**config.mk**
```make
export PLATFORM = sky130hd
export DESIGN_NAME = cio_ports
export DESIGN_NICKNAME = d
export VERILOG_FILES = /design/src/cio_pkg.sv /design/src/cio_ports.sv /design/src/cio_pin_drv.sv
export SDC_FILE = /design/constraint.sdc
export NUM_CORES = 1
export LEC_CHECK = 0
export BUFFER_PORTS_ARGS = -buffer_cell sky130_fd_sc_hd__buf_2
export CAP_MARGIN = 20
export CORE_MARGIN = 2
export CORE_UTILIZATION = 53
export DETAILED_ROUTE_END_ITERATION = 6
export GPL_TIMING_DRIVEN = 0
export PLACE_DENSITY = 0.82
export SETUP_SLACK_MARGIN = 0.5
export SLEW_MARGIN = 20
export SYNTH_ARGS = -nofsm -noshare
export SYNTH_HDL_FRONTEND = slang
export SYNTH_SLANG_ARGS = --single-unit
```
**constraint.sdc**
```tcl
create_clock -name clk -period 2 [get_ports clk]
set_input_delay 0.1 -clock clk [delete_from_list [all_inputs] [get_ports clk]]
set_output_delay 0.1 -clock clk [all_outputs]
set_load 0.005 [all_outputs]
```
**src/cio_pkg.sv**
```systemverilog
// Package with register map, field layout and drive type codes for the port block.
package cio_pkg;

   // Register byte offsets on the APB bus.
   localparam logic [7:0] ADDR_P0_DATA  = 8'h00;
   localparam logic [7:0] ADDR_P1_DATA  = 8'h04;
   localparam logic [7:0] ADDR_P3_DATA  = 8'h08;
   localparam logic [7:0] ADDR_P0_CFGA  = 8'h0c;
   localparam logic [7:0] ADDR_P0_CFGB  = 8'h10;
   localparam logic [7:0] ADDR_P1_CFGA  = 8'h14;
   localparam logic [7:0] ADDR_P1_CFGB  = 8'h18;
   localparam logic [7:0] ADDR_P3_CFGA  = 8'h1c;
   localparam logic [7:0] ADDR_P3_CFGB  = 8'h20;
   localparam logic [7:0] ADDR_P0_DIDIS = 8'h24;
   localparam logic [7:0] ADDR_OPTIONS  = 8'h28;
   localparam logic [7:0] ADDR_STATUS   = 8'h2c;

   // Port widths.
   localparam int P0_W = 8;
   localparam int P1_W = 8;
   localparam int P3_W = 2;

   // Drive type selector codes {cfgb, cfga}.
   typedef enum logic [1:0] {
      CIO_QUASI     = 2'h0,
      CIO_PUSH_PULL = 2'h1,
      CIO_INPUT     = 2'h2,
      CIO_OPEN      = 2'h3
   } cio_drive_t;

   // Reset values: all pins input-only, so cfgb set, cfga clear.
   localparam logic [7:0] CFGA_RST  = 8'h00;
   localparam logic [7:0] CFGB_RST  = 8'hff;
   localparam logic [7:0] LATCH_RST = 8'hff;
   localparam logic [7:0] DIDIS_RST = 8'h00;

   // Field positions.
   localparam logic [7:0] DIDIS_MASK   = 8'h3e;
   localparam int         RST_PIN_BIT  = 5;
   localparam int         SCL_PIN_BIT  = 2;
   localparam int         SDA_PIN_BIT  = 3;
   localparam int         OPT_RPE_BIT  = 0;
   localparam int         OPT_CLK_LSB  = 1;

   // Clock source codes held in the options register.
   localparam logic [1:0] CLKSRC_INTERNAL = 2'h0;
   localparam logic [1:0] CLKSRC_EXTERNAL = 2'h1;
   localparam logic [1:0] CLKSRC_CRYSTAL  = 2'h2;

   // Usable pin counts.
   localparam logic [4:0] PINS_MAX = 5'd18;

endpackage

```
**src/cio_ports.sv**
```systemverilog
// Top of the configurable port block with its APB register file.
module cio_ports
   import cio_pkg::*;
(
   input  wire logic             clk,
   input  wire logic             rst_n,
   input  wire logic             psel,
   input  wire logic             penable,
   input  wire logic             pwrite,
   input  wire logic [7:0]       paddr,
   input  wire logic [31:0]      pwdata,
   output logic      [31:0]      prdata,
   output logic                  pready,
   output logic                  pslverr,
   input  wire logic [P0_W-1:0]  p0_i,
   output logic      [P0_W-1:0]  p0_o,
   output logic      [P0_W-1:0]  p0_oe,
   output logic      [P0_W-1:0]  p0_weak_oe,
   input  wire logic [P1_W-1:0]  p1_i,
   output logic      [P1_W-1:0]  p1_o,
   output logic      [P1_W-1:0]  p1_oe,
   output logic      [P1_W-1:0]  p1_weak_oe,
   input  wire logic [P3_W-1:0]  p3_i,
   output logic      [P3_W-1:0]  p3_o,
   output logic      [P3_W-1:0]  p3_oe,
   output logic      [P3_W-1:0]  p3_weak_oe,
   output logic                  ext_reset_req,
   output logic      [4:0]       usable_pins
);

   // Register state.
   logic [7:0] p0_latch_r;
   logic [7:0] p1_latch_r;
   logic [1:0] p3_latch_r;
   logic [7:0] p0_cfga_r;
   logic [7:0] p0_cfgb_r;
   logic [7:0] p1_cfga_r;
   logic [7:0] p1_cfgb_r;
   logic [1:0] p3_cfga_r;
   logic [1:0] p3_cfgb_r;
   logic [7:0] port0_digital_input_disable_r;
   logic       reset_pin_function_enable_r;
   logic [1:0] clk_src_r;
   logic [7:0] p0_in_r;
   logic [7:0] p1_in_r;
   logic [1:0] p3_in_r;
   logic [31:0] prdata_r;
   logic       pslverr_r;
   logic       wr_en;
   logic       rd_en;
   logic       addr_ok;

   // Address decode helper used for both write and error paths.
   function automatic logic addr_mapped(input logic [7:0] a);
      addr_mapped = (a <= ADDR_STATUS) && (a[1:0] == 2'h0);
   endfunction

   // Zero-extend a byte into a bus word.
   function automatic logic [31:0] to_word(input logic [7:0] b);
      to_word = {24'h0, b};
   endfunction

   // Zero-wait-state slave: access completes in its first access cycle.
   assign pready  = 1'b1;
   assign addr_ok = addr_mapped(paddr);
   assign wr_en   = psel && penable && pwrite && addr_ok;
   assign rd_en   = psel && !penable && !pwrite;
   assign prdata  = prdata_r;
   assign pslverr = pslverr_r && psel && penable;

   // Output latches; written as one byte per port, two bits for port 3.
   always_ff @(posedge clk) begin
      if (!rst_n) begin
         p0_latch_r <= LATCH_RST;
         p1_latch_r <= LATCH_RST;
         p3_latch_r <= LATCH_RST[1:0];
      end else if (wr_en) begin
         case (paddr)
            ADDR_P0_DATA: p0_latch_r <= pwdata[7:0];
            ADDR_P1_DATA: p1_latch_r <= pwdata[7:0];
            ADDR_P3_DATA: p3_latch_r <= pwdata[1:0];
            default: begin
            end
         endcase
      end
   end

   // Drive type configuration; reset leaves every pin input-only.
   always_ff @(posedge clk) begin
      if (!rst_n) begin
         p0_cfga_r <= CFGA_RST;
         p0_cfgb_r <= CFGB_RST;
         p1_cfga_r <= CFGA_RST;
         p1_cfgb_r <= CFGB_RST;
         p3_cfga_r <= CFGA_RST[1:0];
         p3_cfgb_r <= CFGB_RST[1:0];
      end else if (wr_en) begin
         case (paddr)
            ADDR_P0_CFGA: p0_cfga_r <= pwdata[7:0];
            ADDR_P0_CFGB: p0_cfgb_r <= pwdata[7:0];
            ADDR_P1_CFGA: p1_cfga_r <= pwdata[7:0];
            ADDR_P1_CFGB: p1_cfgb_r <= pwdata[7:0];
            ADDR_P3_CFGA: p3_cfga_r <= pwdata[1:0];
            ADDR_P3_CFGB: p3_cfgb_r <= pwdata[1:0];
            default: begin
            end
         endcase
      end
   end

   // Digital input disable; only bits one to five exist.
   always_ff @(posedge clk) begin
      if (!rst_n) begin
         port0_digital_input_disable_r <= DIDIS_RST;
      end else if (wr_en && paddr == ADDR_P0_DIDIS) begin
         port0_digital_input_disable_r <= pwdata[7:0] & DIDIS_MASK;
      end
   end

   // Options: reset pin function and clock source selection.
   always_ff @(posedge clk) begin
      if (!rst_n) begin
         reset_pin_function_enable_r <= 1'b0;
         clk_src_r                   <= CLKSRC_INTERNAL;
      end else if (wr_en && paddr == ADDR_OPTIONS) begin
         reset_pin_function_enable_r <= pwdata[OPT_RPE_BIT];
         clk_src_r <= pwdata[OPT_CLK_LSB +: 2];
      end
   end

   // Pin inputs are registered so reads see a stable sample.
   always_ff @(posedge clk) begin
      if (!rst_n) begin
         p0_in_r <= 8'h00;
         p1_in_r <= 8'h00;
         p3_in_r <= 2'h0;
      end else begin
         p0_in_r <= p0_i & ~port0_digital_input_disable_r;
         p1_in_r <= p1_i;
         p3_in_r <= p3_i;
      end
   end

   // External reset request, high while the sampled reset pin is low and the pin is in reset role.
   always_comb begin
      ext_reset_req = reset_pin_function_enable_r &&
                      !p1_in_r[RST_PIN_BIT];
   end

   // Pins lost to the crystal (two), external clock (one) and reset (one).
   always_comb begin
      usable_pins = PINS_MAX;
      case (clk_src_r)
         CLKSRC_EXTERNAL: usable_pins = PINS_MAX - 5'd1;
         CLKSRC_CRYSTAL:  usable_pins = PINS_MAX - 5'd2;
         default:         usable_pins = PINS_MAX;
      endcase
      if (reset_pin_function_enable_r) begin
         usable_pins = usable_pins - 5'd1;
      end
   end

   // Read data is captured in the setup cycle and held for the access.
   always_ff @(posedge clk) begin
      if (!rst_n) begin
         prdata_r  <= 32'h0;
         pslverr_r <= 1'b0;
      end else if (psel && !penable) begin
         pslverr_r <= !addr_ok;
         prdata_r  <= 32'h0;
         if (rd_en) begin
            case (paddr)
               ADDR_P0_DATA:  prdata_r <= to_word(p0_in_r);
               ADDR_P1_DATA:  prdata_r <= to_word(p1_in_r);
               ADDR_P3_DATA:  prdata_r <= to_word({6'h0, p3_in_r});
               ADDR_P0_CFGA:  prdata_r <= to_word(p0_cfga_r);
               ADDR_P0_CFGB:  prdata_r <= to_word(p0_cfgb_r);
               ADDR_P1_CFGA:  prdata_r <= to_word(p1_cfga_r);
               ADDR_P1_CFGB:  prdata_r <= to_word(p1_cfgb_r);
               ADDR_P3_CFGA:  prdata_r <= to_word({6'h0, p3_cfga_r});
               ADDR_P3_CFGB:  prdata_r <= to_word({6'h0, p3_cfgb_r});
               ADDR_P0_DIDIS:
                  prdata_r <= to_word(port0_digital_input_disable_r);
               ADDR_OPTIONS:
                  prdata_r <= to_word({5'h0, clk_src_r,
                                       reset_pin_function_enable_r});
               ADDR_STATUS:
                  prdata_r <= to_word({3'h0, usable_pins});
               default: prdata_r <= 32'h0;
            endcase
         end
      end
   end

   // Pin drivers for port 0; no restricted pins here.
   for (genvar i = 0; i < P0_W; i++) begin : g_p0
      cio_pin_drv u_drv (
         .cfga        (p0_cfga_r[i]),
         .cfgb        (p0_cfgb_r[i]),
         .latch       (p0_latch_r[i]),
         .force_input (1'b0),
         .od_only     (1'b0),
         .pin_o       (p0_o[i]),
         .pin_oe      (p0_oe[i]),
         .pin_weak_oe (p0_weak_oe[i])
      );
   end

   // Port 1 holds the reset pin and the two serial pins.
   for (genvar i = 0; i < P1_W; i++) begin : g_p1
      cio_pin_drv u_drv (
         .cfga        (p1_cfga_r[i]),
         .cfgb        (p1_cfgb_r[i]),
         .latch       (p1_latch_r[i]),
         .force_input (i == RST_PIN_BIT),
         .od_only     (i == SCL_PIN_BIT || i == SDA_PIN_BIT),
         .pin_o       (p1_o[i]),
         .pin_oe      (p1_oe[i]),
         .pin_weak_oe (p1_weak_oe[i])
      );
   end

   // Port 3 is only two pins wide.
   for (genvar i = 0; i < P3_W; i++) begin : g_p3
      cio_pin_drv u_drv (
         .cfga        (p3_cfga_r[i]),
         .cfgb        (p3_cfgb_r[i]),
         .latch       (p3_latch_r[i]),
         .force_input (1'b0),
         .od_only     (1'b0),
         .pin_o       (p3_o[i]),
         .pin_oe      (p3_oe[i]),
         .pin_weak_oe (p3_weak_oe[i])
      );
   end

endmodule

```
**src/cio_pin_drv.sv**
```systemverilog
// One pin's driver: decodes the drive type into strong and weak enables.
module cio_pin_drv
   import cio_pkg::*;
(
   input  wire logic       cfga,
   input  wire logic       cfgb,
   input  wire logic       latch,
   input  wire logic       force_input,
   input  wire logic       od_only,
   output logic            pin_o,
   output logic            pin_oe,
   output logic            pin_weak_oe
);

   cio_drive_t sel;

   // Restricted pins fold disallowed codes onto input-only; serial pins keep open-drain.
   always_comb begin
      sel = cio_drive_t'({cfgb, cfga});
      if (force_input) begin
         sel = CIO_INPUT;
      end else if (od_only && sel != CIO_OPEN) begin
         sel = CIO_INPUT;
      end
   end

   // Low is strong in every mode but input-only; high is strong only in push-pull mode.
   always_comb begin
      pin_o       = latch;
      pin_oe      = 1'b0;
      pin_weak_oe = 1'b0;
      case (sel)
         CIO_QUASI: begin
            pin_oe      = ~latch;
            pin_weak_oe = latch;
         end
         CIO_PUSH_PULL: begin
            pin_oe = 1'b1;
         end
         CIO_OPEN: begin
            pin_oe = ~latch;
         end
         CIO_INPUT: begin
            pin_oe = 1'b0;
         end
         default: begin
            pin_oe = 1'b0;
         end
      endcase
   end

endmodule

```
==> out/metrics.cfg <==
[setup_path]
worstPathRequired_ps=1900
cp.arrival_ps=1480
path_class=register to output pin
worstPathMaxFanout=3
worst_r2r_endpoint=prdata[1]$_SDFFE_PN0P_
r2r_slack_ps=570
setup.worst_path.start_class=register
r2r-start=p0_cfga_r[1]$_SDFFE_PN0P_
ff2ff_path_depth=6
cp-end-kind=output pin

[grt]
antenna_found_initial=0
grt_start_max_net_pins=18
overflow=0
grt_pass1_wl_um=25300
grt_usage_pct=29.6
first_global_vias=4862

[logic_synthesis]
ys.flop_type=dfxtp_1
syn_inst=612
syn_area_um2=5350
yosysWarnings=0
synthArstFlopShare_pct=0
ys_seq_area_share_pct=33.3
yosys_register_bits=89
ys_types=57
synth_edf_count=0
syn_area_per_cell_um2=8.74

[placement]
place_ws_ps=-69.8
port_buffers=97
dp_hpwl_um=11100
gp_congestion=0.894

[pwr]
peakVddDrop_v=0.000403
power.leakage_nw=3.37
power_density_nw_per_um2=485
seq_power_share_pct=51.4
power.internal_mw=2.55
comb_power_share_pct=10.3
clock_power_share_pct=38.3
p_total_mw=3.50
p_switching_uw=948
p_sw_share_pct=27.1

[layout]
mostFrequentLayoutCells=buf_4, buf_2, nand2_1, dfxtp_1, mux2i_1
multiInputGateArea_um2=3050
seq_area_um2=1820
final_common_cell=buf_4
fillers=715
synthToLayoutAreaGrowth_pct=34.8
layout.nets=898
drive_above_1_share_pct=43.6
n_antenna_cell=0

[sta]
rsz0062_at_grt=yes
finalWorstPathRequiredPeriod_ps=1580
finalCritPeriodShare_pct=78.9
timing.hold.ws_ps=21.1
worst_pin_slew_ps=946
hold_violations=0
fmax_mhz=634
setup_viol=0
post-route-worst-setup-slack_ps=422
slew_viol_final=0
fin_setup_tns_ps=0
relSlewSlack_pct=36.5
finClkSkew_ps=6.37

[clock_tree]
cts_buffers=9
clk_latency_ps=370
htreeDepth=3
clock_path_buffers=2
clkTransAtPathRegs_ps=100
cts_tree=yes
clock-sinks=89
root_buffer=clkbuf_8

[route]
dr.pass1.iters=5
dr_total_vias=4976
routed_wl_um=16400
wl_per_cell_um=17.5
via_per_inst=5.29
drcViolationCount=0
final_antenna_net_count=0
drtIter0Drc=400

[floorplanning]
die_h_um=104
die_area_um2=10900
core_um2=9770
die_w_um=104
start_util_pct=54.7
rows=36
io_pins=157

[min_path]
holdPathEnd=port0_digital_input_disable_r[1]$_SDFFE_PN0P_
hold_depth=3
hold_path.class=input port to register
hold_start=pwdata[1]

[run_status]
outcome=finished, final reports clean

[job]
cap_viol_max_count=0

synthesized netlist by cell type (all sizes together), types with 3 or more instances:
library cell,number,area share [%]
buf,95,13
dfxtp,89,33
nand2,79,5.5
mux2i,52,9.7
inv,35,2.5
and2,34,4.0
ha,32,7.5
o21ai,30,2.8
nand3,20,1.9
nor2b,19,2.2
nor2,18,1.7
clkbuf,17,1.2
o211ai,15,2.1
a21boi,10,1.4
mux2,5,1.1
a21oi,4,0.37
a22oi,4,0.56
a32oi,4,0.65
and3,4,0.47
o22ai,4,0.47
nand3b,3,0.42
nand4,3,0.87
nor3,3,0.37
nor4b,3,0.89
o32ai,3,0.49
critical path: stages (launching register included):
cell and delay (ps):
dfxtp_2 360, inv_2 60, ha_4 250, mux2i_1 220, buf_4 150, buf_6 80
power by group through the flow:
| stage | Combinational [mW] | Sequential (mW) | Clock, mW |
|---|---|---|---|
| 6_report | 0.361 | 1.80 | 1.34 |
| 5_1_grt | 0.384 | 1.80 | 1.41 |
| 4_1_cts | 0.342 | 1.80 | 1.34 |
| 3_5_place_dp | 0.310 | 1.84 | 0 |
| 3_3_place_gp | 0.307 | 1.84 | 0 |
| 2_1_floorplan | 0.202 | 1.84 | 0 |
state kept, by name, summed over array words and instances, names as in the netlist:
register / count
p0_latch_r: 8
p3_latch_r: 2
p1_cfgb_r: 8
port0_digital_input_disable_r: 5
prdata: 8
p0_cfga_r: 8
p1_in_r: 8
clk_src_r: 2
p3_cfga_r: 2
p1_cfga_r: 8
reset_pin_function_enable_r: 1
p0_cfgb_r: 8
p3_in_r: 2
pslverr_r: 1
p0_in_r: 8
p3_cfgb_r: 2
p1_latch_r: 8
metal layers:
| metal | up-vias | GRT usage [%] | routed length (um) |
|---|---|---|---|
| li1 | 2334 | - | - |
| met1 | 2333 | 35.6 | 6560 |
| met2 | 263 | 51.9 | 8170 |
| met3 | 46 | 6.64 | 1250 |
| met4 | 0 | 10.3 | 468 |
| met5 | - | 0 | 0 |
worst max path at each step:
stage                     slack (ps)                 startpoint                    endpoint  cells after the start
final                            420  p0_cfgb_r[7]$_SDFFE_PN1P_                    p0_oe[7]                      5
after global routing             380  p0_cfga_r[4]$_SDFFE_PN0P_                    p0_oe[4]                      5
after CTS                        360  p1_cfga_r[4]$_SDFFE_PN0P_                    p1_oe[4]                      5
after detailed placement         -70                   paddr[1]   p1_cfga_r[6]$_SDFFE_PN0P_                      5
after global placement           -90                   paddr[1]   p1_cfga_r[5]$_SDFFE_PN0P_                      5
after floorplan                  490                   paddr[4]  p0_latch_r[0]$_SDFFE_PN1P_                      6
repair_timing:
action	CTS	global route
hold buffers	18	0
buffers inserted	30	8
hold endpoints to repair	18	0
endpoints found under the setup margin	60	54
gates resized for setup	93	22
pin swaps	15	7
per-stage QoR:
stage / instances / utilization, % / instance area [um2]
finish: 941 / 73.8 / 7210
global route: 941 / 73.8 / 7210
CTS: 933 / 72.3 / 7070
detailed placement: 869 / 62.6 / 6120
global placement: 869 / 62.6 / 6120
floorplan: 639 / - / 5470
final cells by class:
cell class	count	area share, %
multi-input combinational	403	42.3
sequential	89	25.3
timing repair buffer	153	14.6
buffer	112	10.8
tap	133	2.31
inverter	35	1.89
clock buffer	9	1.72
clock inverter	7	1.13
cell families after synthesis:
family                     Yosys count  synth area share [%]
muxes                               58                  11.2
AOI/OAI and AO/OA                   85                  10.7
DFF                                 89                  33.3
buffers and inverters              147                  16.7
adders and majority gates           32                  7.48
xor gates and xnor gates             2                 0.327
other                                2                 0.140
and+or+nand+nor                    197                  20.2
Note: power is estimated with default switching activity, not from simulation.
